--- src/snvr_defs.vh ---
`ifndef SNVR_DEFS_VH
`define SNVR_DEFS_VH
`define SNVR_OP_LATCH_SET    8'h06
`define SNVR_OP_LATCH_CLEAR  8'h04
`define SNVR_OP_STATUS_READ  8'h05
`define SNVR_OP_STATUS_WRITE 8'h01
`define SNVR_OP_MEM_READ     8'h03
`define SNVR_OP_MEM_WRITE    8'h02
`define SNVR_SR_PPE_BIT      7
`define SNVR_SR_BPH_BIT      3
`define SNVR_SR_BPL_BIT      2
`define SNVR_SR_WLF_BIT      1
`define SNVR_ADDR_W          13
`define SNVR_ADDR_TOP        13'h1fff
`define SNVR_QUARTER_BASE    13'h1800
`define SNVR_HALF_BASE       13'h1000
`define SNVR_FIFO_DEPTH      8
`endif

--- src/snvr_fifo.v ---
`timescale 1ns/1ps
module snvr_fifo #(
  parameter WIDTH = 21,
  parameter DEPTH = 8,
  parameter AW    = 3
) (
  input  wire             clk_sys_in,
  input  wire             nrst_in,
  input  wire             in_valid_in,
  output wire             in_ready_out,
  input  wire [WIDTH-1:0] in_data_in,
  output wire             out_valid_out,
  input  wire             out_ready_in,
  output wire [WIDTH-1:0] out_data_out
);
  reg [WIDTH-1:0] mem [0:DEPTH-1];
  reg [AW-1:0]    wr_ptr;
  reg [AW-1:0]    rd_ptr;
  reg [AW:0]      count;
  wire            do_wr = in_valid_in && in_ready_out;
  wire            do_rd = out_valid_out && out_ready_in;
  assign in_ready_out  = (count != DEPTH[AW:0]);
  assign out_valid_out = (count != {(AW+1){1'b0}});
  assign out_data_out  = mem[rd_ptr];
  always @(posedge clk_sys_in) begin
    if (do_wr) begin
      mem[wr_ptr] <= in_data_in;
    end
  end
  always @(posedge clk_sys_in) begin
    if (!nrst_in) begin
      wr_ptr <= {AW{1'b0}};
      rd_ptr <= {AW{1'b0}};
      count  <= {(AW+1){1'b0}};
    end else begin
      if (do_wr) begin
        wr_ptr <= (wr_ptr == DEPTH[AW-1:0] - 1'b1) ? {AW{1'b0}} : wr_ptr + 1'b1;
      end
      if (do_rd) begin
        rd_ptr <= (rd_ptr == DEPTH[AW-1:0] - 1'b1) ? {AW{1'b0}} : rd_ptr + 1'b1;
      end
      count <= count + {{AW{1'b0}}, do_wr} - {{AW{1'b0}}, do_rd};
    end
  end
endmodule // snvr_fifo

--- src/snvr_slave.v ---
`timescale 1ns/1ps
`include "snvr_defs.vh"
// Notes on behaviour
// [RULE1] only modes 0 and 3; idle clock level caught at each select fall
// [RULE2] all transfers are whole bytes, msb first
// [RULE3] input sampled on clock rise, output changed on clock fall
// [RULE4] master gives first bit at first rise; high idle clock drops first
// [RULE5] first byte is the op-code; one op-code per select
// [RULE6] op-code 06h sets the write latch, no bytes follow
// [RULE7] op-code 04h clears the write latch, blocking all writes
// [RULE8] no input bytes taken after latch set or clear op-codes
// [RULE9] write latch clear after power-up
// [RULE10] latch clears on select rise ending latch-clear, status or memory write
// [RULE11] status write data byte never changes the latch flag
// [RULE12] op-code 05h shifts out one status byte
// [RULE13] op-code 01h writes status when latch set and not hardware protected
// [RULE14] status: bit7 pin enable, bits3:2 block protect, bit1 latch flag
// [RULE15] pin enable and block protect bits are nonvolatile; here reset clears them to 0
// [RULE16] block protect 00 none, 01 1800h up, 10 1000h up, 11 all
// [RULE17] memory writes blocked only by clear latch or protected range; a full write fifo also drops bytes and sets overflow_out
// [RULE18] status writes rejected when pin enable set and protect input low
// [RULE19] master sends latch set first and keeps protect input high
// [RULE20] op-code 02h takes two address bytes then data bytes
// [RULE21] top three address bits ignored, thirteen used
// [RULE22] address increments per data byte, wraps 1fffh to 0000h
// [RULE23] each data byte committed right after its eighth bit
// [RULE24] memory write ends at select rise
// [RULE25] op-code 03h with address shifts out data, auto-increment, input ignored
// [RULE26] hold low pauses, clock edges ignored while held
// [RULE27] output driven only for read or status data, else released
// [RULE28] bytes to protected addresses or with latch clear are dropped
// [RULE29] unknown op-code ignored until select rises
module snvr_slave #(
  parameter ADDR_W = `SNVR_ADDR_W,
  parameter FIFO_D = `SNVR_FIFO_DEPTH
) (
  input  wire                clk_sys_in,
  input  wire                nrst_in,
  input  wire                sclk_in,
  input  wire                ncs_in,
  input  wire                mosi_in,
  input  wire                nwp_in,
  input  wire                nhold_in,
  output reg                 miso_out,
  output reg                 miso_oe_out,
  output reg                 mem_wr_out,
  output reg  [ADDR_W-1:0]   mem_addr_out,
  output reg  [7:0]          mem_wdata_out,
  output reg                 mem_rd_out,
  output reg  [ADDR_W-1:0]   mem_raddr_out,
  input  wire [7:0]          mem_rdata_in,
  input  wire                mem_ack_in,
  output reg  [7:0]          status_out,
  output reg                 overflow_out
);
  // ----------------------------------------
  // synchronisers
  // ----------------------------------------
  reg [1:0] sclk_s;
  reg [1:0] ncs_s;
  reg [1:0] mosi_s;
  reg [1:0] nwp_s;
  reg [1:0] nhold_s;
  reg       sclk_d;
  reg       ncs_d;
  always @(posedge clk_sys_in) begin
    if (!nrst_in) begin
      sclk_s  <= 2'h0;
      ncs_s   <= 2'h3;
      mosi_s  <= 2'h0;
      nwp_s   <= 2'h3;
      nhold_s <= 2'h3;
      sclk_d  <= 1'b0;
      ncs_d   <= 1'b1;
    end else begin
      sclk_s  <= {sclk_s[0], sclk_in};
      ncs_s   <= {ncs_s[0], ncs_in};
      mosi_s  <= {mosi_s[0], mosi_in};
      nwp_s   <= {nwp_s[0], nwp_in};
      nhold_s <= {nhold_s[0], nhold_in};
      sclk_d  <= sclk_s[1];
      ncs_d   <= ncs_s[1];
    end
  end
  wire held     = !nhold_s[1];
  wire sel      = !ncs_s[1];
  wire cs_fall  = ncs_d && !ncs_s[1];
  wire cs_rise  = !ncs_d && ncs_s[1];
  wire sck_rise = sel && !held && !sclk_d && sclk_s[1]; // [RULE3] [RULE26]
  wire sck_fall = sel && !held && sclk_d && !sclk_s[1]; // [RULE3] [RULE26]
  // ----------------------------------------
  // state
  // ----------------------------------------
  localparam ST_OPC  = 3'h0;
  localparam ST_ADH  = 3'h1;
  localparam ST_ADL  = 3'h2;
  localparam ST_WDAT = 3'h3;
  localparam ST_RDAT = 3'h4;
  localparam ST_SWR  = 3'h5;
  localparam ST_SRD  = 3'h6;
  localparam ST_IDLE = 3'h7;
  reg [2:0]        state;
  reg [2:0]        bit_cnt;
  reg [6:0]        shift_in;
  reg [7:0]        shift_out;
  reg [7:0]        opcode;
  reg [ADDR_W-1:0] addr;
  reg              mode3;
  reg              latch_flag;
  reg              protect_pin_enable;
  reg              block_protect_hi;
  reg              block_protect_lo;
  reg              out_active;
  reg              first_fall;
  reg              rd_pend;
  wire [7:0]       byte_in = {shift_in, mosi_s[1]};
  wire             byte_done = sck_rise && (bit_cnt == 3'h7);
  wire [7:0]       status_now = {protect_pin_enable, 3'h0, block_protect_hi, block_protect_lo,
                                 latch_flag, 1'b0}; // [RULE14]
  // [RULE16]
  reg addr_prot;
  always @* begin
    case ({block_protect_hi, block_protect_lo})
      2'h0:    addr_prot = 1'b0;
      2'h1:    addr_prot = (addr >= `SNVR_QUARTER_BASE);
      2'h2:    addr_prot = (addr >= `SNVR_HALF_BASE);
      default: addr_prot = 1'b1;
    endcase
  end
  wire mem_ok = latch_flag && !addr_prot; // [RULE17] [RULE28]
  wire sr_ok  = latch_flag && !(protect_pin_enable && !nwp_s[1]); // [RULE13] [RULE18]
  // ----------------------------------------
  // write path fifo
  // ----------------------------------------
  wire                 fifo_in_ready;
  wire                 fifo_out_valid;
  wire [ADDR_W+7:0]    fifo_out_data;
  wire                 fifo_push = byte_done && state == ST_WDAT && mem_ok; // [RULE23] [RULE28]
  snvr_fifo #(.WIDTH(ADDR_W+8), .DEPTH(FIFO_D), .AW(3)) u_fifo (
    .clk_sys_in    (clk_sys_in),
    .nrst_in       (nrst_in),
    .in_valid_in   (fifo_push),
    .in_ready_out  (fifo_in_ready),
    .in_data_in    ({addr, byte_in}),
    .out_valid_out (fifo_out_valid),
    .out_ready_in  (mem_ack_in || !mem_wr_out),
    .out_data_out  (fifo_out_data)
  );
  // ----------------------------------------
  // protocol engine
  // ----------------------------------------
  always @(posedge clk_sys_in) begin
    if (!nrst_in) begin
      state              <= ST_OPC;
      bit_cnt            <= 3'h0;
      shift_in           <= 7'h00;
      shift_out          <= 8'h00;
      opcode             <= 8'h00;
      addr               <= {ADDR_W{1'b0}};
      mode3              <= 1'b0;
      latch_flag         <= 1'b0; // [RULE9]
      // no real nonvolatile cell here; reset models an erased part
      protect_pin_enable <= 1'b0; // [RULE15]
      block_protect_hi   <= 1'b0;
      block_protect_lo   <= 1'b0;
      out_active         <= 1'b0;
      first_fall         <= 1'b0;
      rd_pend            <= 1'b0;
      miso_out           <= 1'b0;
      miso_oe_out        <= 1'b0;
      mem_rd_out         <= 1'b0;
      mem_raddr_out      <= {ADDR_W{1'b0}};
      overflow_out       <= 1'b0;
      status_out         <= 8'h00;
    end else begin
      status_out <= status_now;
      mem_rd_out <= 1'b0;
      if (fifo_push && !fifo_in_ready) begin
        overflow_out <= 1'b1;
      end
      if (cs_fall) begin
        mode3      <= sclk_s[1]; // [RULE1]
        state      <= ST_OPC; // [RULE5]
        bit_cnt    <= 3'h0;
        out_active <= 1'b0;
      end else if (cs_rise) begin
        // [RULE10] [RULE24]
        if (opcode == `SNVR_OP_LATCH_CLEAR || opcode == `SNVR_OP_STATUS_WRITE ||
            opcode == `SNVR_OP_MEM_WRITE) begin
          latch_flag <= 1'b0;
        end
        state      <= ST_IDLE;
        opcode     <= 8'h00;
        out_active <= 1'b0;
      end else begin
        if (sck_rise) begin
          shift_in <= byte_in[6:0]; // [RULE2]
          bit_cnt  <= bit_cnt + 3'h1;
        end
        if (byte_done) begin
          case (state)
            ST_OPC: begin
              opcode <= byte_in;
              case (byte_in)
                `SNVR_OP_LATCH_SET: begin
                  latch_flag <= 1'b1; // [RULE6]
                  state      <= ST_IDLE; // [RULE8]
                end
                `SNVR_OP_LATCH_CLEAR: begin
                  latch_flag <= 1'b0; // [RULE7]
                  state      <= ST_IDLE; // [RULE8]
                end
                `SNVR_OP_STATUS_READ: begin
                  shift_out  <= status_now; // [RULE12]
                  first_fall <= 1'b1;
                  out_active <= 1'b1;
                  state      <= ST_SRD;
                end
                `SNVR_OP_STATUS_WRITE: state <= ST_SWR;
                `SNVR_OP_MEM_READ:     state <= ST_ADH; // [RULE25]
                `SNVR_OP_MEM_WRITE:    state <= ST_ADH; // [RULE20]
                default:               state <= ST_IDLE; // [RULE29]
              endcase
            end
            ST_ADH: begin
              addr[ADDR_W-1:8] <= byte_in[ADDR_W-9:0]; // [RULE21]
              state <= ST_ADL;
            end
            ST_ADL: begin
              addr[7:0] <= byte_in;
              if (opcode == `SNVR_OP_MEM_READ) begin
                mem_rd_out    <= 1'b1;
                mem_raddr_out <= {addr[ADDR_W-1:8], byte_in};
                rd_pend       <= 1'b1;
                state         <= ST_RDAT;
              end else begin
                state <= ST_WDAT;
              end
            end
            ST_WDAT: addr <= addr + 1'b1; // [RULE22] [RULE28]
            ST_RDAT: begin
              addr          <= addr + 1'b1; // [RULE22] [RULE25]
              mem_rd_out    <= 1'b1;
              mem_raddr_out <= addr + 1'b1;
              rd_pend       <= 1'b1;
            end
            ST_SWR: begin
              if (sr_ok) begin
                // [RULE11] latch flag not written
                protect_pin_enable <= byte_in[`SNVR_SR_PPE_BIT];
                block_protect_hi   <= byte_in[`SNVR_SR_BPH_BIT];
                block_protect_lo   <= byte_in[`SNVR_SR_BPL_BIT];
              end
              state <= ST_IDLE;
            end
            default: state <= ST_IDLE;
          endcase
        end
        if (rd_pend && mem_ack_in) begin
          shift_out  <= mem_rdata_in;
          first_fall <= 1'b1;
          out_active <= 1'b1;
          rd_pend    <= 1'b0;
        end
        // status byte ends after eight bits; read data keeps going
        if (state == ST_SRD && byte_done) begin
          state      <= ST_IDLE;
          out_active <= 1'b0; // [RULE27]
        end
        if (sck_fall && out_active) begin
          if (first_fall) begin
            miso_out   <= shift_out[7]; // [RULE3]
            shift_out  <= {shift_out[6:0], 1'b0};
            first_fall <= 1'b0;
          end else begin
            miso_out  <= shift_out[7];
            shift_out <= {shift_out[6:0], 1'b0};
          end
        end
      end
      // [RULE27]
      miso_oe_out <= sel && !held && out_active &&
                     (state == ST_SRD || state == ST_RDAT ||
                      (state == ST_IDLE && opcode == `SNVR_OP_STATUS_READ && bit_cnt != 3'h0));
    end
  end
  // ----------------------------------------
  // memory commit port
  // ----------------------------------------
  always @(posedge clk_sys_in) begin
    if (!nrst_in) begin
      mem_wr_out    <= 1'b0;
      mem_addr_out  <= {ADDR_W{1'b0}};
      mem_wdata_out <= 8'h00;
    end else if (mem_ack_in || !mem_wr_out) begin
      mem_wr_out    <= fifo_out_valid; // [RULE23]
      mem_addr_out  <= fifo_out_data[ADDR_W+7:8];
      mem_wdata_out <= fifo_out_data[7:0];
    end
  end
endmodule // snvr_slave

--- config.mk ---
export PLATFORM = sky130hd
export DESIGN_NAME = snvr_slave
export DESIGN_NICKNAME = d
export VERILOG_FILES = /design/src/snvr_fifo.v /design/src/snvr_slave.v
export VERILOG_INCLUDE_DIRS = /design/src
export SDC_FILE = /design/constraint.sdc
export NUM_CORES = 1
export LEC_CHECK = 0
export ABC_AREA = 1
export BUFFER_PORTS_ARGS = -buffer_cell sky130_fd_sc_hd__buf_2
export CORE_MARGIN = 10
export CORE_UTILIZATION = 28
export DETAILED_ROUTE_END_ITERATION = 12
export GPL_TIMING_DRIVEN = 0
export PLACE_DENSITY = 0.53
export SLEW_MARGIN = 0
export SYNTH_ARGS = -nofsm -noshare
export SYNTH_HDL_FRONTEND = slang
export SYNTH_SLANG_ARGS = --single-unit
--- constraint.sdc ---
create_clock -name clk_sys_in -period 5.15 [get_ports clk_sys_in]
set_clock_uncertainty 0.15 [all_clocks]
set_input_delay 0.2575 -clock clk_sys_in [delete_from_list [all_inputs] [get_ports clk_sys_in]]
set_output_delay 0.2575 -clock clk_sys_in [all_outputs]
set_load 0.05 [all_outputs]
==> flow_summary.toml <==
[timing]
finalHoldViolations = 0
setup_ws_ps = 2110
hold_slack_ps = 30.9
period_minus_slack_ps = 3040
tightest_slew_ps = 799
setup_viol = 0
maxSlewHeadroom_pct = 46.7
drv_slew = 0
fin_crit_sh_pct = 59.1
rsz0062_at_grt = "false"
tns_ps = 0
fmax_ghz = 0.328

[worst_setup_path]
setup.worst_path.start = "addr[12]"
cpMostUsedCell = "nor3_2"
crit_buf_inv = 4
critPathKind = "flip-flop to flip-flop"
crit_arrival_ps = 3190
crit_fanout = 13
slowest_stage = "nor3_2"
critPathTopFamily = "simple AND/OR/NAND/NOR gates"
critPathRequiredTime_ps = 5290
crit_chain = "inv_1 -> o21ai_0 -> nor3_2 -> nand3_2 -> inv_2 -> nand2_1 -> nor3_2 -> buf_6 -> buf_4"
r2r_start = "addr[12]"
worstSetupEndpointType = "flip-flop"
startpoint_type = "flip-flop"
rrSetupSlack_ps = 2110
max_stage_delay_ps = 610

[power_and_ir_drop]
seqPwrFrac_pct = 41.1
power_density_nw_per_um2 = 437
pwr-share-clk_pct = 33.3
pwr-share-comb_pct = 25.6
peakVddDrop_mv = 0.289
switching_share_pct = 34.7
p_int_mw = 4.03
p_sw_mw = 2.14
leakagePower_nw = 5.44
power.total_mw = 6.17

[synthesis]
ys_top_cells_by_area = "edfxtp_1 42%, dfxtp_1 19%, o21ai_0 6.6%"
ys_seq_area_share_pct = 61.2
yosysTopAreaCell = "edfxtp_1"
syn-cell-area_sq_um = 11900
yosys_warnings = 0
synth-main-ff-cell = "edfxtp_1"
async_flop_share_pct = 0
ys_ff_latch = 281
synth_top_area_share_pct = 42.3
synth_cell_types = 40
synth-edff-count = 168
syn_inst = 1247
syn_avg_cell_area_sq_um = 9.57

[global_routing]
grt_pass1_vias = 8806
groute.usage.overall_pct = 12.7
overflow = 0
grt_max_degree = 16
grt_first_pass_wirelength_mm = 51.0
antenna_found_initial = 0

[route]
highest_layer = "met4"
num_vias = 9022
ant_nets = 0
wl_per_cell_um = 16.9
drt_pass1_iterations = 5
met2_wirelength_mm = 14.6
drt-vias-per-instance = 4.69
drc = 0
initialDrtViolationCount = 595
wl_met3_mm = 1.76
wl_mm = 32.5
drt-met1-wl_mm = 15.5

[clock_tree]
root_buffer = "clkbuf_16"
clk_pin_slew_worst_paths_ps = 70
ctsResizeCount = 0
clk_latency_ps = 570
cts_tree = "built"
cts_buffers = 29
clock_sinks = 281
clock_path_buffers = 3
ctsHtreeMaxLevel = 1

[die]
io_pins = 63
die_h_um = 226
die_x_um = 226
rows = 75
start_util_pct = 28.4
core_area_sq_um = 42000
dieArea_sq_um = 51300

[place]
dpl.hpwl_mm = 23.1
io_buffers = 57
place_area_sq_um = 13100
gp_congestion = 0.838
dp_cells = 1862
pre_cts_slack_ps = 2050

[status]
status = "finished, final reports clean"

[cells_and_area]
fin_nets = 1394
post-route-util_pct = 33.6
area_growth_pct = 18.3
final-instance-count-excl-fill = 1922
drive_gt1_share_pct = 13.4
diodes = 0
stdcell_area_sq_um = 14100

[job]
drv_cap = 0

[min_path]
hold_class = "input port to flip-flop"
hold_start = "mem_rdata_in[4]"
==> worst register-to-register path, stage by stage (launching register included) <==
cell,delay (ps)
dfxtp_1,490
inv_1,170
o21ai_0,100
nor3_2,320
nand3_2,180
inv_2,120
nand2_1,170
nor3_2,610
buf_6,250
buf_4,190
==> power groups by stage <==
| stage | Combinational [mW] | Sequential, mW | Clock (mW) |
|---|---|---|---|
| 2_1_floorplan | 0.808 | 2.84 | 0 |
| 3_3_place_gp | 1.57 | 2.58 | 0 |
| 3_5_place_dp | 1.59 | 2.58 | 0 |
| 4_1_cts | 1.60 | 2.53 | 2.11 |
| 5_1_grt | 1.77 | 2.55 | 2.19 |
| 6_report | 1.58 | 2.53 | 2.06 |
==> cell families after synthesis <==
| family | after synthesis | share of synthesized area [%] |
|---|---|---|
| buf+inv | 175 | 6.06 |
| fa+ha+maj | 18 | 1.95 |
| other cells | 1 | 0.0314 |
| simple gates | 470 | 16.3 |
| compound gates | 296 | 14.0 |
| flops | 281 | 61.2 |
| xor+xnor | 6 | 0.440 |
==> sequential cells by signal, summed over array words and instances, names as in the netlist, 2 cells and up <==
register	flops
u_fifo.wr_ptr	3
status_out	4
mem_raddr_out	13
nhold_s	2
mem_addr_out	13
bit_cnt	3
u_fifo.count	4
opcode	8
shift_in	7
ncs_s	2
sclk_s	2
nwp_s	2
mem_wdata_out	8
addr	13
u_fifo.mem	168
state	3
mosi_s	2
shift_out	8
u_fifo.rd_ptr	3
==> cell usage in the layout (no fill, tap or decap), types with 7 or more instances in the layout <==
cell	netlist	final
nor2_1	186	186
a211oi_1	14	14
inv_2	7	7
nand3_1	41	41
clkbuf_1	38	40
buf_6	3	16
o22ai_1	42	42
nand2_1	199	199
o21bai_1	21	21
o21ai_0	157	157
ha_1	17	17
edfxtp_1	168	168
buf_2	10	67
a21oi_1	51	51
clkbuf_16	0	29
clkinv_2	0	12
dfxtp_1	113	113
inv_1	104	104
buf_4	8	9
nor3_2	3	11
==> layer usage <==
layer / track usage [%] / up-vias
met5: 0 / -
met4: 2.73 / 0
met3: 2.16 / 43
met2: 20.2 / 227
met1: 17.6 / 4286
li1: - / 4466
==> Yosys cell counts, types with 2 or more instances <==
library cell  number
nand2_1          199
nor2_1           186
edfxtp_1         168
o21ai_0          157
dfxtp_1          113
inv_1            104
a21oi_1           51
o22ai_1           42
nand3_1           41
clkbuf_1          38
o21bai_1          21
ha_1              17
a211oi_1          14
nor3_1            14
buf_2             10
buf_4              8
inv_2              7
or2_2              6
nand2_2            5
nand4_1            5
buf_1              4
nand3_2            4
nor2_2             4
xnor2_1            4
buf_6              3
nor3_2             3
o21ai_1            3
a31oi_1            2
nor2_4             2
xor2_1             2
==> final timing paths <==
path	to	depth (start not counted)
setup / recovery	u_fifo.mem[3][9]	9
hold / removal	shift_out[4]	7
setup reg to reg	u_fifo.mem[3][9]	9
hold reg to reg	ncs_s[1]	1
==> final cells by class <==
type	instances	area, sq um
buffer	64	307
clock buffer	32	747
clock inverter	22	179
fill	4301	27900
inverter	111	417
multi-input combinational	794	3960
sequential	281	7310
tap	539	674
timing repair buffer	79	529
==> what timing repair did <==
| action | 4_1_cts | 5_1_grt |
|---|---|---|
| hold buffers | 6 | 0 |
| setup buffers | 0 | 0 |
| hold endpoints to repair | 6 | 0 |
Note: power is estimated with default switching activity, not from simulation.
